**config.mk**
```make
export PLATFORM = sky130hd
export DESIGN_NAME = sme_escape_ctrl
export DESIGN_NICKNAME = d
export VERILOG_FILES = /design/src/include/sme_pkg.sv /design/src/rtl/sme_escape_ctrl.sv /design/src/rtl/sme_exit_scan.sv
export SDC_FILE = /design/constraint.sdc
export NUM_CORES = 1
export LEC_CHECK = 0
export ABC_AREA = 1
export BUFFER_PORTS_ARGS = -buffer_cell sky130_fd_sc_hd__buf_2
export CAP_MARGIN = 25
export CORE_MARGIN = 4
export CORE_UTILIZATION = 55
export CTS_CLUSTER_DIAMETER = 200
export DETAILED_ROUTE_END_ITERATION = 12
export GPL_TIMING_DRIVEN = 0
export PLACE_DENSITY = 0.78
export REMOVE_ABC_BUFFERS = 1
export SYNTH_ARGS = -nofsm -noshare
export SYNTH_HDL_FRONTEND = slang
export SYNTH_SLANG_ARGS = --single-unit
```
**constraint.sdc**
```tcl
create_clock -name i_clk -period 2.5 [get_ports i_clk]
set_input_delay 0.25 -clock i_clk [delete_from_list [all_inputs] [get_ports i_clk]]
set_output_delay 0.25 -clock i_clk [all_outputs]
set_load 0.02 [all_outputs]
```
**src/include/sme_pkg.sv**
```systemverilog
package sme_pkg;

  ////////////////////////////////////////////////////////////////////////////
  // Timing
  localparam int CLK_PERIOD_NS = 4;
  localparam int NS_PER_MS = 1000000;
  localparam int MS_PER_S = 1000;
  localparam int TICK_CYCLES_DEF = NS_PER_MS / CLK_PERIOD_NS;
  localparam int MS_W = 16;
  localparam int BREAK_S = 6;
  localparam int ESC_WINDOW_S = 1;
  localparam int GUARD_DEF_S = 1;
  localparam int CMD_TIMEOUT_DEF_S = 10;
  localparam logic [MS_W-1:0] BREAK_MS = MS_W'(BREAK_S * MS_PER_S);
  localparam logic [MS_W-1:0] ESC_WINDOW_MS = MS_W'(ESC_WINDOW_S * MS_PER_S);
  localparam logic [MS_W-1:0] GUARD_DEF_MS = MS_W'(GUARD_DEF_S * MS_PER_S);
  localparam logic [MS_W-1:0] CMD_TIMEOUT_DEF_MS = MS_W'(CMD_TIMEOUT_DEF_S * MS_PER_S);

  ////////////////////////////////////////////////////////////////////////////
  // Codes and characters
  localparam logic [1:0] MODE_TRANSPARENT = 2'h0;
  localparam logic [1:0] MODE_API = 2'h1;
  localparam logic [3:0] BAUD_DEF = 4'h3;
  localparam logic [3:0] BAUD_FORCED = 4'h3;
  localparam logic [1:0] ESC_COUNT = 2'h3;
  localparam logic [1:0] ACK_LAST = 2'h2;
  localparam logic [7:0] ESC_DEF = 8'h2b;
  localparam logic [7:0] CHAR_O = 8'h4f;
  localparam logic [7:0] CHAR_K = 8'h4b;
  localparam logic [7:0] CHAR_CR = 8'h0d;
  localparam logic [7:0] CHAR_A = 8'h41;
  localparam logic [7:0] CHAR_T = 8'h54;
  localparam logic [7:0] CHAR_C = 8'h43;
  localparam logic [7:0] CHAR_N = 8'h4e;
  localparam logic [2:0] EXIT_LAST = 3'h4;

  ////////////////////////////////////////////////////////////////////////////
  // Carriers
  typedef struct packed {
    logic valid;
    logic [7:0] data;
  } sme_byte_s;

  typedef struct packed {
    logic [1:0] opmode;
    logic [7:0] esc_char;
    logic [MS_W-1:0] guard_ms;
    logic [MS_W-1:0] timeout_ms;
    logic [3:0] baud;
  } sme_cfg_s;

  localparam sme_cfg_s CFG_RESET = '{
    opmode: MODE_TRANSPARENT,
    esc_char: ESC_DEF,
    guard_ms: GUARD_DEF_MS,
    timeout_ms: CMD_TIMEOUT_DEF_MS,
    baud: BAUD_DEF
  };

  localparam sme_byte_s BYTE_IDLE = '{valid: 1'b0, data: 8'h00};

endpackage

```
**src/rtl/sme_escape_ctrl.sv**
```systemverilog
`timescale 1ns/10ps
// Overview of operation
// - Start in the configured operating mode, transparent by default.
// - Transparent mode forwards serial bytes to network and network bytes to serial.
// - No transparent pass-through while the host uses SPI.
// - API mode moves frame bytes over UART or SPI.
// - Command mode entry works only on UART, never on SPI.
// - Escape accepted only with guard silence before and after it.
// - Escape character and guard time are configurable settings.
// - On entry send O, K, carriage return, then take commands.
// - In command mode stop forwarding and treat input as commands.
// - Any UART byte during trailing guard cancels the pending entry.
// - Configured silence timeout, default ten seconds, leaves command mode.
// - Exit command leaves command mode at once.
// - Baud code defaults to 3, meaning 9600 b/s.
// - Six seconds of continuous break enters command mode.
// - Break held when reset ends starts the device in command mode.
// - Break entry forces 9600 baud and acknowledges at that rate.
// - Leaving command mode restores the configured baud code.
module sme_escape_ctrl #(
  parameter int TICK_CYCLES = sme_pkg::TICK_CYCLES_DEF
) (
  input wire logic i_clk,
  input wire logic i_rst_n,
  input wire logic i_cfg_wr,
  input sme_pkg::sme_cfg_s i_cfg,
  input wire logic i_spi_sel,
  input sme_pkg::sme_byte_s i_uart_rx,
  input wire logic i_rx_break,
  input sme_pkg::sme_byte_s i_spi_rx,
  input sme_pkg::sme_byte_s i_net_rx,
  input wire logic i_uart_tx_ready,
  output sme_pkg::sme_byte_s o_uart_tx,
  output sme_pkg::sme_byte_s o_spi_tx,
  output sme_pkg::sme_byte_s o_net_tx,
  output logic o_net_framed,
  output sme_pkg::sme_byte_s o_cmd_rx,
  output logic o_cmd_mode,
  output logic [3:0] o_baud_code,
  output sme_pkg::sme_cfg_s o_cfg
);
  import sme_pkg::*;
  localparam int TW = $clog2(TICK_CYCLES + 1);
  typedef enum logic [1:0] {ST_DATA, ST_TRAIL, ST_ACK, ST_CMD} sme_state_e;
  function automatic logic [MS_W-1:0] sat_inc(input logic [MS_W-1:0] v, input logic en);
    sat_inc = (en && (v != {MS_W{1'b1}})) ? v + MS_W'(1) : v;
  endfunction
  function automatic logic [7:0] ack_char(input logic [1:0] i);
    case (i)
      2'h0: ack_char = CHAR_O;
      2'h1: ack_char = CHAR_K;
      default: ack_char = CHAR_CR;
    endcase
  endfunction
  sme_state_e st_r, st_nxt;
  sme_cfg_s cfg_r, cfg_nxt;
  logic [TW-1:0] tick_cnt_r, tick_cnt_nxt;
  logic [MS_W-1:0] idle_ms_r, idle_ms_nxt, brk_ms_r, brk_ms_nxt;
  logic [MS_W-1:0] win_ms_r, win_ms_nxt, cmd_ms_r, cmd_ms_nxt;
  logic [1:0] esc_cnt_r, esc_cnt_nxt, ack_idx_r, ack_idx_nxt;
  logic forced_r, forced_nxt, started_r, started_nxt;
  sme_byte_s tx_r, tx_nxt, spi_tx_r, spi_tx_nxt, net_tx_r, net_tx_nxt, cmd_rx_r, cmd_rx_nxt;
  logic framed_r, framed_nxt, cmd_mode_r, cmd_mode_nxt;
  logic [3:0] baud_r, baud_nxt;
  logic tick, uart_byte, is_esc, tx_free, exit_pulse, in_data, transparent;
  assign tick = (tick_cnt_r == TW'(TICK_CYCLES - 1));
  // SPI bytes never feed the escape logic
  assign uart_byte = i_uart_rx.valid && !i_spi_sel;
  assign is_esc = (i_uart_rx.data == cfg_r.esc_char);
  assign tx_free = !tx_r.valid || i_uart_tx_ready;
  assign in_data = (st_r == ST_DATA) || (st_r == ST_TRAIL);
  assign transparent = (cfg_r.opmode == MODE_TRANSPARENT);

  ////////////////////////////////////////////////////////////////////////////
  // Settings and millisecond timers
  always_comb begin
    cfg_nxt = i_cfg_wr ? i_cfg : cfg_r;
    tick_cnt_nxt = tick ? '0 : tick_cnt_r + TW'(1);
    // Silence since the last UART byte, either guard uses it
    idle_ms_nxt = uart_byte ? '0 : sat_inc(idle_ms_r, tick);
    brk_ms_nxt = i_rx_break ? sat_inc(brk_ms_r, tick) : '0;
    win_ms_nxt = (esc_cnt_r == 2'h0) ? '0 : sat_inc(win_ms_r, tick);
    cmd_ms_nxt = (st_r != ST_CMD || uart_byte) ? '0 : sat_inc(cmd_ms_r, tick);
  end
  always_ff @(posedge i_clk or negedge i_rst_n) begin
    if (!i_rst_n) begin
      cfg_r <= CFG_RESET;
      tick_cnt_r <= '0;
      idle_ms_r <= '0;
      brk_ms_r <= '0;
      win_ms_r <= '0;
      cmd_ms_r <= '0;
    end else begin
      cfg_r <= cfg_nxt;
      tick_cnt_r <= tick_cnt_nxt;
      idle_ms_r <= idle_ms_nxt;
      brk_ms_r <= brk_ms_nxt;
      win_ms_r <= win_ms_nxt;
      cmd_ms_r <= cmd_ms_nxt;
    end
  end

  ////////////////////////////////////////////////////////////////////////////
  // Mode control
  always_comb begin
    st_nxt = st_r;
    esc_cnt_nxt = esc_cnt_r;
    ack_idx_nxt = ack_idx_r;
    forced_nxt = forced_r;
    started_nxt = 1'b1;
    case (st_r)
      ST_DATA: begin
        if (!started_r && i_rx_break) begin
          st_nxt = ST_ACK;
          forced_nxt = 1'b1;
          esc_cnt_nxt = 2'h0;
        end else if (brk_ms_r >= BREAK_MS) begin
          st_nxt = ST_ACK;
          forced_nxt = 1'b1;
          esc_cnt_nxt = 2'h0;
        end else if (i_spi_sel) begin
          esc_cnt_nxt = 2'h0;
        end else if (uart_byte) begin
          if (!is_esc) begin
            esc_cnt_nxt = 2'h0;
          end else if (esc_cnt_r == 2'h0) begin
            esc_cnt_nxt = (idle_ms_r >= cfg_r.guard_ms) ? 2'h1 : 2'h0;
          end else if (win_ms_r >= ESC_WINDOW_MS) begin
            esc_cnt_nxt = 2'h0;
          end else if (esc_cnt_r + 2'h1 == ESC_COUNT) begin
            esc_cnt_nxt = 2'h0;
            st_nxt = ST_TRAIL;
          end else begin
            esc_cnt_nxt = esc_cnt_r + 2'h1;
          end
        end
      end
      ST_TRAIL: begin
        if (uart_byte) begin
          st_nxt = ST_DATA;
        end else if (idle_ms_r >= cfg_r.guard_ms) begin
          st_nxt = ST_ACK;
        end
      end
      ST_ACK: begin
        if (tx_free) begin
          ack_idx_nxt = ack_idx_r + 2'h1;
          if (ack_idx_r == ACK_LAST) begin
            ack_idx_nxt = 2'h0;
            st_nxt = ST_CMD;
          end
        end
      end
      ST_CMD: begin
        if (cmd_ms_r >= cfg_r.timeout_ms || exit_pulse) begin
          st_nxt = ST_DATA;
          forced_nxt = 1'b0;
        end
      end
      default: begin
        st_nxt = ST_DATA;
      end
    endcase
  end
  always_ff @(posedge i_clk or negedge i_rst_n) begin
    if (!i_rst_n) begin
      st_r <= ST_DATA;
      esc_cnt_r <= 2'h0;
      ack_idx_r <= 2'h0;
      forced_r <= 1'b0;
      started_r <= 1'b0;
    end else begin
      st_r <= st_nxt;
      esc_cnt_r <= esc_cnt_nxt;
      ack_idx_r <= ack_idx_nxt;
      forced_r <= forced_nxt;
      started_r <= started_nxt;
    end
  end

  ////////////////////////////////////////////////////////////////////////////
  // Data paths; no buffering, a byte that meets a busy UART is dropped
  always_comb begin
    tx_nxt = tx_r;
    spi_tx_nxt = BYTE_IDLE;
    net_tx_nxt = BYTE_IDLE;
    cmd_rx_nxt = BYTE_IDLE;
    framed_nxt = !transparent;
    if (tx_r.valid && i_uart_tx_ready) begin
      tx_nxt.valid = 1'b0;
    end
    if (st_r == ST_ACK && tx_free) begin
      tx_nxt = '{valid: 1'b1, data: ack_char(ack_idx_r)};
    end else if (in_data && !transparent) begin
      // Frame bytes on the selected port
      net_tx_nxt = i_spi_sel ? i_spi_rx : i_uart_rx;
      if (i_spi_sel) begin
        spi_tx_nxt = i_net_rx;
      end else if (i_net_rx.valid && tx_free) begin
        tx_nxt = i_net_rx;
      end
    end else if (in_data && !i_spi_sel) begin
      // Transparent both ways, UART host only
      net_tx_nxt = i_uart_rx;
      if (i_net_rx.valid && tx_free) begin
        tx_nxt = i_net_rx;
      end
    end
    if (st_r == ST_CMD) begin
      cmd_rx_nxt = uart_byte ? i_uart_rx : BYTE_IDLE;
    end
    cmd_mode_nxt = (st_nxt == ST_ACK) || (st_nxt == ST_CMD);
    baud_nxt = forced_nxt ? BAUD_FORCED : cfg_nxt.baud;
  end
  always_ff @(posedge i_clk or negedge i_rst_n) begin
    if (!i_rst_n) begin
      tx_r <= BYTE_IDLE;
      spi_tx_r <= BYTE_IDLE;
      net_tx_r <= BYTE_IDLE;
      cmd_rx_r <= BYTE_IDLE;
      framed_r <= 1'b0;
      cmd_mode_r <= 1'b0;
      baud_r <= BAUD_DEF;
    end else begin
      tx_r <= tx_nxt;
      spi_tx_r <= spi_tx_nxt;
      net_tx_r <= net_tx_nxt;
      cmd_rx_r <= cmd_rx_nxt;
      framed_r <= framed_nxt;
      cmd_mode_r <= cmd_mode_nxt;
      baud_r <= baud_nxt;
    end
  end

  // Command line watch for the exit command
  sme_exit_scan u_scan (
    .i_clk(i_clk),
    .i_rst_n(i_rst_n),
    .i_clear(st_r != ST_CMD),
    .i_byte(cmd_rx_nxt),
    .o_exit(exit_pulse)
  );

  assign o_uart_tx = tx_r;
  assign o_spi_tx = spi_tx_r;
  assign o_net_tx = net_tx_r;
  assign o_net_framed = framed_r;
  assign o_cmd_rx = cmd_rx_r;
  assign o_cmd_mode = cmd_mode_r;
  assign o_baud_code = baud_r;
  assign o_cfg = cfg_r;
endmodule // sme_escape_ctrl

```
**src/rtl/sme_exit_scan.sv**
```systemverilog
`timescale 1ns/10ps
module sme_exit_scan (
  input wire logic i_clk,
  input wire logic i_rst_n,
  input wire logic i_clear,
  input sme_pkg::sme_byte_s i_byte,
  output logic o_exit
);
  import sme_pkg::*;

  logic [2:0] idx_r;
  logic [2:0] idx_nxt;
  logic exit_r;
  logic exit_nxt;

  function automatic logic [7:0] exit_char(input logic [2:0] i);
    case (i)
      3'h0: exit_char = CHAR_A;
      3'h1: exit_char = CHAR_T;
      3'h2: exit_char = CHAR_C;
      3'h3: exit_char = CHAR_N;
      default: exit_char = CHAR_CR;
    endcase
  endfunction

  ////////////////////////////////////////////////////////////////////////////
  always_comb begin
    idx_nxt = idx_r;
    exit_nxt = 1'b0;
    if (i_clear) begin
      idx_nxt = 3'h0;
    end else if (i_byte.valid) begin
      if (i_byte.data == exit_char(idx_r)) begin
        if (idx_r == EXIT_LAST) begin
          idx_nxt = 3'h0;
          exit_nxt = 1'b1;
        end else begin
          idx_nxt = idx_r + 3'h1;
        end
      end else if (i_byte.data == CHAR_A) begin
        // A stray A may start a fresh command
        idx_nxt = 3'h1;
      end else begin
        idx_nxt = 3'h0;
      end
    end
  end

  always_ff @(posedge i_clk or negedge i_rst_n) begin
    if (!i_rst_n) begin
      idx_r <= 3'h0;
      exit_r <= 1'b0;
    end else begin
      idx_r <= idx_nxt;
      exit_r <= exit_nxt;
    end
  end

  assign o_exit = exit_r;

endmodule // sme_exit_scan

```
* Word-level counts from Yosys, hierarchy flattened *
Index checks and enable logic that the tools add are counted.

cells by class
  add/subtract/negate cells = 8
  $lt $le $gt $ge = 4
  equality and inequality tests = 23
  muxes and demuxes = 67
  reductions and logical operators = 34

operator list
  operator                 number
  $mux W16                 8
  $mux W9                  14
  $add A16 B1 Y16 const B  4
  $ne A16 B16 Y1 const B   4
  $mux W2                  22
  $ge A16 B16 Y1           2
  $pmux W7 S4              1
  $add A18 B1 Y18 const B  1
  $eq A18 B18 Y1 const B   1
  $mux W18                 1
  $eq A8 B8 Y1             2
  $ge A16 B10 Y1 const B   1
  $ge A16 B13 Y1 const B   1
  $mux W8                  2
  $pmux W7 S2              1
  $eq A2 B2 Y1 const B     6
  $mux W3                  4
  $logic_and A1 B1 Y1      11
  $mux W1                  10
  $eq A8 B7 Y1 const B     1
  $logic_not A2 Y1         4
  $mux W4                  2
  $pmux W2 S4              1
  $reduce_bool A2 Y1       4
  other kinds (16)         28

storage, ports and cells
  bits in registers = 182
  output and inout bits = 88
  word-level logic and storage cells = 164

* Depth between registers and ports, before layout *
Gate-level depths: netlist (run 1).

  depth after elaboration = 13
  depth in mapped cells = 15
  depth with buffers taken out = 15

* Cells and area by module *
A second synthesis (run 1) with hierarchy kept.

unflattened totals
  cells, all modules = 1250
  area, all modules = 10144.7 um^2

by module, submodules not included
  module           instances  cells each  area an instance (um^2)  seq. area each (um^2)
  sme_escape_ctrl  1          1175        9655.5                   4453.0
  sme_exit_scan    1          75          489.2                    100.1

* Least setup slack after synthesis (run 1) *
OpenSTA, ideal clock, no wires.

  path type = register to register
  start point = register cfg_r (netlist bit o_cfg[17])
  end point = register baud_r[3], in the netlist o_baud_code[3]
  library setup time = 0.125 ns
  data arrival time = 1.694 ns
  required time = 2.375 ns
  slack = 0.680 ns
  cell stages (with the launch flop) = 13
  buffers on the path = 0
  cells stage by stage = dfstp_2 -> inv_1 -> ha_1 -> nand2_1 -> inv_1 -> o21ai_0 -> nand3_1 -> nor2_1 -> nand3_1 -> nand2_1 -> nand2_1 -> inv_1 -> nor2_1

between the ends
  cells in the longest elaborated chain, start to end = 5

ends and longest elaborated chain
  element                   line                    text
  start: declaration        sme_escape_ctrl.sv:56   sme_cfg_s cfg_r, cfg_nxt;
  start signal: assignment  sme_escape_ctrl.sv:94   cfg_r <= cfg_nxt;
  $ge A16 B16 Y1            sme_escape_ctrl.sv:155  if (cmd_ms_r >= cfg_r.timeout_ms || exit_pulse) begin
  $logic_or A1 B1 Y1        sme_escape_ctrl.sv:155
  $mux W1                   sme_escape_ctrl.sv:155
  $pmux W1 S2               sme_escape_ctrl.sv:111  case (st_r)
  via forced_nxt            sme_escape_ctrl.sv:61   logic forced_r, forced_nxt, started_r, started_nxt;
  $mux W4                   sme_escape_ctrl.sv:213  baud_nxt = forced_nxt ? BAUD_FORCED : cfg_nxt.baud;
  via baud_nxt[3]           sme_escape_ctrl.sv:64   logic [3:0] baud_r, baud_nxt;
  end signal: assignment    sme_escape_ctrl.sv:231  baud_r <= baud_nxt;
  end: declaration          sme_escape_ctrl.sv:64

The timed path passes the listed nets, and every way through them passes these cells.
A chain may end at the register's enable or synchronous reset.

==> results of run 1 <==
-- through the flow --
stage	setup slack, ps	utilization	cells	total power [mW]	hold slack [ps]
final	236.6	0.6576	1710	7.774	16.00
after global routing	28.82	0.6576	1710	8.204	11.17
after CTS	142.3	0.6560	1709	7.817	3.263
after detailed placement	-315.5	0.6222	1675	5.128	242.4
after global placement	-1772	0.6186	1672	5.055	457.2
after floorplan	327.1	-	1277	4.464	-45.59
-- registers in the layout, summed over array words and instances (netlist names) --
signal / count
idle_ms_r: 16
o_spi_tx: 9
win_ms_r: 16
o_cmd_mode: 1
esc_cnt_r: 2
u_scan.idx_r: 3
forced_r: 1
o_net_framed: 1
o_net_tx: 9
brk_ms_r: 16
o_uart_tx: 9
tick_cnt_r: 18
o_cfg: 46
cmd_ms_r: 16
o_baud_code: 4
ack_idx_r: 2
st_r: 2
o_cmd_rx: 9
u_scan.o_exit: 1
started_r: 1
-- cell families after synthesis --
kind of cell               Yosys count  synth area share
DFF                                182            0.4464
other                                1         0.0003657
muxes                               11           0.01208
buffers and inverters              214           0.08224
adders and majority gates           48           0.05857
xor gates and xnor gates            56           0.04783
and+or+nand+nor                    649            0.2727
AOI/OAI and AO/OA                  145           0.07979
-- cells in the final DEF (no fill, tap or decap), types with 3 or more instances in the layout --
master	count
xor2_1	48
o21ai_2	11
a21oi_1	37
nor2_2	4
inv_6	5
mux2_2	11
nand2_2	5
xnor2_1	8
o211ai_1	3
dfrtp_1	163
o21ai_1	4
nor3b_1	3
nor2_4	3
inv_2	5
nor3_1	25
nand3_1	106
dfstp_2	19
nand2_1	304
ha_1	48
nand4_1	30
o21ai_0	75
inv_1	178
nor2_1	154
clkbuf_16	17
nor4_1	5
buf_2	165
-- layout make-up --
cell class / count / share of cell area
multi-input combinational: 910 / 0.4084
sequential: 182 / 0.3836
timing repair buffer: 172 / 0.07738
inverter: 185 / 0.05840
clock buffer: 21 / 0.03858
tap: 229 / 0.02401
clock inverter: 11 / 0.009646
-- path summary, 6_finish.rpt --
path | startpoint | to | slack [ps] | depth (start not counted)
setup reg to reg | tick_cnt_r[0] | cmd_ms_r[6] | 270 | 10
setup / recovery | i_spi_sel | u_scan.idx_r[0] | 240 | 11
min in group asynchronous | i_rst_n | o_cfg[5] | 340 | 2
max in group asynchronous | i_rst_n | o_net_tx[8] | 1190 | 3
hold / removal | i_cfg[5] | o_cfg[5] | 20 | 3
hold reg to reg | o_uart_tx[5] | o_uart_tx[5] | 490 | 2
-- routing by layer --
metal	vias up	GRT usage	share of wire
li1	4506	-	-
met1	4142	0.3142	0.44
met2	240	0.3811	0.48
met3	30	0.06647	0.066
met4	0	0.05449	0.013
met5	-	0	0
-- power groups by stage --
stage	clock (mW)	sequential, mW	combinational (mW)
global placement	0	3.42	1.63
global route	2.84	3.42	1.95
detailed placement	0	3.43	1.70
CTS	2.71	3.38	1.73
floorplan	0	3.67	0.793
finish	2.67	3.38	1.73
-- critical path: stages --
cell and delay, ps:
buf_2 210, nor2_1 810, nand2_2 250, nor2_1 360, o21bai_1 200, nand2_1 80, nor2_1 120, nand3_1 160
nand2_1 90, nand2_1 50, nand2_1 50
-- timing repair --
item,in CTS,in global routing
gates resized for setup,6,4
pin swaps,0,1
setup buffers,0,1
hold buffers,2,0
setup endpoints to repair,31,42
hold endpoints to repair,62,0
==> results.cfg, run 1 <==
[outcome]
outcome = finished clean

[power]
clkPwrFrac = 0.343
powerDensity_mw_per_mm2 = 651.4
swShare = 0.3292
vdd_drop_max_mv = 0.5640
power_frac_comb = 0.222
switchingPower_mw = 2.559
leakagePower_nw = 6.186
seqPwrFrac = 0.435
p_int_mw = 5.215

[sta]
finalMaxSlewViolations = 0
period_minus_slack_ps = 2263
fin_crit_sh = 0.9054
rsz0062_at_grt = false
setup_viol = 0
skew_ps = 10.76
fin_setup_tns_ps = 0
tightest_slew_ps = 1004
relSlewSlack = 0.3281
final_hold_viol_count = 0
fmax_mhz = 441.8

[clock_tree]
path_clk_slew_ps = 80
cts.htree.levels = 4
clock_latency_ps = 440
cts_sinks = 182
cts-buffers-inserted = 17
clock_path_buffers = 2
cts_root_buffer = clkbuf_16
tritoncts = built

[route]
drtAntennaViolNets = 0
routed_wl_um = 23690
vias_per_cell = 5.215
drt_iter0_drc = 679
first_pass_iters = 5
vias = 8918
wire_per_inst_um = 13.85
drc = 0

[yosys]
yosys.area.top_type = dfrtp_1
yosys.cell_types.count = 48
yosysSeqAreaShare = 0.4464
synth_seq_cells = 182
avgSynthCellArea_um2 = 7.852
synth_edf_count = 0
yosys-top-cells-count = 306 x nand2_1, 178 x inv_1, 163 x dfrtp_1, 157 x nor2_1, 106 x nand3_1
synth_top_flop_cell = dfrtp_1
yosysWarnings = 0
synth_top_cell_area_share = 0.3978
synthCells = 1306
synth_async_sr_flop_share = 1.000
syn-cell-area_mm2 = 0.01025
synth_most_common_cell = nand2_1
synth_area_leaders = dfrtp_1 40%, nand2_1 11%, inv_1 6.5%, ha_1 5.9%, nor2_1 5.7%

[critical_path]
cp_max_fo = 20
critPathRequiredTime_ps = 2870
start_kind = primary input
worst_ep_arrival_time_ps = 2640
critical_path_class = primary input to flip-flop
worstSetupEndpointType = flip-flop

[placed_design]
place_congestion = 0.9475
io_buffer_count = 166
place_area_mm2 = 0.01129
dp_hpwl_um = 17400

[run]
cap_violations = 0

[cells_and_area]
nets = 1595
antennaDiodeCount = 0
post_route_cells_drive_above_1_share = 0.1816
num-fill-cells = 1509
area_growth_syn_to_layout_pct = 16.37
seq_area_mm2 = 0.004578
fin_area_mm2 = 0.01193
multiInputGateArea_mm2 = 0.004873

[global_route]
antenna_found_initial = 0
gr-usage-all-layers = 0.2346
grt_max_degree = 115
grt_pass1_wl_um = 39880
first_global_vias = 8419
overflow = 0

[floorplanning]
boundaryPins = 167
die_h_um = 144.5
dieWidth_um = 144.5
start_util = 0.5651
dieArea_mm2 = 0.02089
rows = 49
core_mm2 = 0.01815

[min_path]
worstHoldPathType = primary input to flip-flop
(Power assumes the default switching activity.)
==> inputs of run 2 (changes only) <==
--- a/config.mk
+++ b/config.mk
@@ -6,14 +6,15 @@
 export NUM_CORES = 1
 export LEC_CHECK = 0
 export ABC_AREA = 1
-export BUFFER_PORTS_ARGS = -buffer_cell sky130_fd_sc_hd__buf_2
 export CAP_MARGIN = 25
 export CORE_MARGIN = 4
 export CORE_UTILIZATION = 55
 export CTS_CLUSTER_DIAMETER = 200
 export DETAILED_ROUTE_END_ITERATION = 12
+export DONT_BUFFER_PORTS = 1
 export GPL_TIMING_DRIVEN = 0
-export PLACE_DENSITY = 0.78
+export HOLD_SLACK_MARGIN = 0.03
+export PLACE_DENSITY = 0.7
 export REMOVE_ABC_BUFFERS = 1
 export SYNTH_ARGS = -nofsm -noshare
 export SYNTH_HDL_FRONTEND = slang
==> run 2 against run 1 <==
Compared with the run above: the run now ends with hold timing left; critical endpoint is now brk_ms_r[15]; total power down 1.3%; core utilization is 1.1 points lower; die area unchanged; highest routed layer unchanged.
==> results.cfg, run 2 (same netlist as run 1, synthesis figures left out) <==
[clock_tree]
clock_path_buffers = 2
path_clk_slew_ps = 70
tritoncts = built
clock_latency_ps = 450
cts_hold_buffers = 66
cts_setup_buffers = 0
cts_root_buffer = clkbuf_16
cts.htree.levels = 4
cts_sinks = 182
cts-buffers-inserted = 17

[critical_path]
worstSetupEndpointType = flip-flop
rr_worst_depth = 9
critical_path_class = flip-flop to flip-flop
cp_max_fo = 18
regToRegEndpoint = brk_ms_r[15]
r2r_slack_ps = 180
crit_path_end = brk_ms_r[15]
r2r_start = tick_cnt_r[0]
start_kind = flip-flop
cp-startpoint = tick_cnt_r[0]
worst_ep_arrival_time_ps = 2700
critPathRequiredTime_ps = 2870

[power]
powerDensity_mw_per_mm2 = 654.1
leakagePower_nw = 5.738
switchingPower_mw = 2.503
p_int_mw = 5.169
seqPwrFrac = 0.482
power_frac_comb = 0.156
finalPower_mw = 7.672
vdd_drop_max_mv = 0.5212
swShare = 0.3262
clkPwrFrac = 0.363

[run]
cap_violations = 0

[placed_design]
place_area_mm2 = 0.01041
pre_cts_ws_ps = -277.7
io_buffer_count = 0
dp_cells = 1507
dp_hpwl_um = 16470
place_congestion = 0.9255

[global_route]
grt_pass1_wl_um = 39450
overflow = 0
gr-usage-all-layers = 0.2347
antenna_found_initial = 0
grt_max_degree = 183
first_global_vias = 8193

[sta]
fin_ws_ps = 178.5
period_minus_slack_ps = 2322
tightest_slew_ps = 1045
fin_setup_tns_ps = 0
whs_ps = -492.1
skew_ps = 21.51
finalMaxSlewViolations = 0
final_hold_viol_count = 182
rsz0062_at_grt = true
setup_viol = 0
fmax_mhz = 430.7
fin_crit_sh = 0.9286
relSlewSlack = 0.3005

[floorplanning]
dieWidth_um = 144.5
dieArea_mm2 = 0.02089
start_util = 0.5651
die_h_um = 144.5
boundaryPins = 167
rows = 49
core_mm2 = 0.01815

[route]
routed_wl_um = 23640
first_pass_iters = 5
drtAntennaViolNets = 0
drt_iter0_drc = 430
vias_per_cell = 5.317
vias = 8534
drc = 0
wire_per_inst_um = 14.73

[cells_and_area]
largest_reg_flops = 46
num-fill-cells = 1516
layout_commonest_cell = nand2_1
final_cell_mix = 304 x nand2_1, 178 x inv_1, 163 x dfrtp_1, 154 x nor2_1, 106 x nand3_1
finalNonFillerCells = 1605
post_route_cells_drive_above_1_share = 0.07485
antennaDiodeCount = 0
nets = 1490
area_growth_syn_to_layout_pct = 14.37
fin_area_mm2 = 0.01173
final_util = 0.6463

[outcome]
violations = hold timing
outcome = finished, violations left

[min_path]
worstHoldPathType = primary input to async pin
run 2: changes by cell type in the layout (fill, tap and decap cells not counted), moves of 3 or more:
cell           change
inv_8              +3
inv_6              -4
dlygate4sd3_1     +63
buf_2            -165
run 2: worst max-delay path: stages (launching register included):
cell and delay (ps):
dfrtp_1 400, ha_1 230, nand2_1 80, nor2_2 170, nand4_1 160, nor4_4 380, nand2_2 340, nand2_4 290
nand3_1 100, nand2_1 90
run 2: layout make-up:
| class | instances | area [um2] | area share |
|---|---|---|---|
| Sequential cell | 182 | 4578 | 0.3903 |
| Multi-Input combinational cell | 910 | 4865 | 0.4148 |
| Inverter | 185 | 696.9 | 0.05942 |
| Clock buffer | 17 | 425.4 | 0.03627 |
| Clock inverter | 15 | 187.7 | 0.01600 |
| Timing Repair Buffer | 67 | 689.4 | 0.05878 |
| Tap cell | 229 | 286.5 | 0.02443 |
run 2: how the worst min path moves through the flow:
stage | depth (start not counted) | end | slack [ps]
CTS | 0 | tick_cnt_r[13] | -500
global route | 0 | tick_cnt_r[13] | -510
detailed placement | 0 | tick_cnt_r[15] | -30
floorplan | 0 | ack_idx_r[0] | -50
global placement | 0 | tick_cnt_r[14] | -30
finish | 0 | tick_cnt_r[11] | -490
run 2: metal layers:
layer | track usage | vias to the layer above | routed length (um)
li1 | - | 4294 | -
met1 | 0.3192 | 3979 | 10480
met2 | 0.3704 | 231 | 11170
met3 | 0.06283 | 30 | 1599
met4 | 0.07118 | 0 | 400
met5 | 0 | - | 0
run 2: power groups by stage:
stage | clock network (mW) | logic, mW | registers, mW
final | 2.78 | 1.19 | 3.70
after global routing | 2.95 | 1.37 | 3.73
after CTS | 2.82 | 1.16 | 3.70
after detailed placement | 0 | 1.05 | 3.75
after global placement | 0 | 1.00 | 3.75
after floorplan | 0 | 0.793 | 3.67
run 2: timing repair:
action	4_1_cts	5_1_grt
gates cloned	0	0
resized for setup	4	5
endpoints found under the hold margin	268	182
endpoints found under the setup margin	25	43
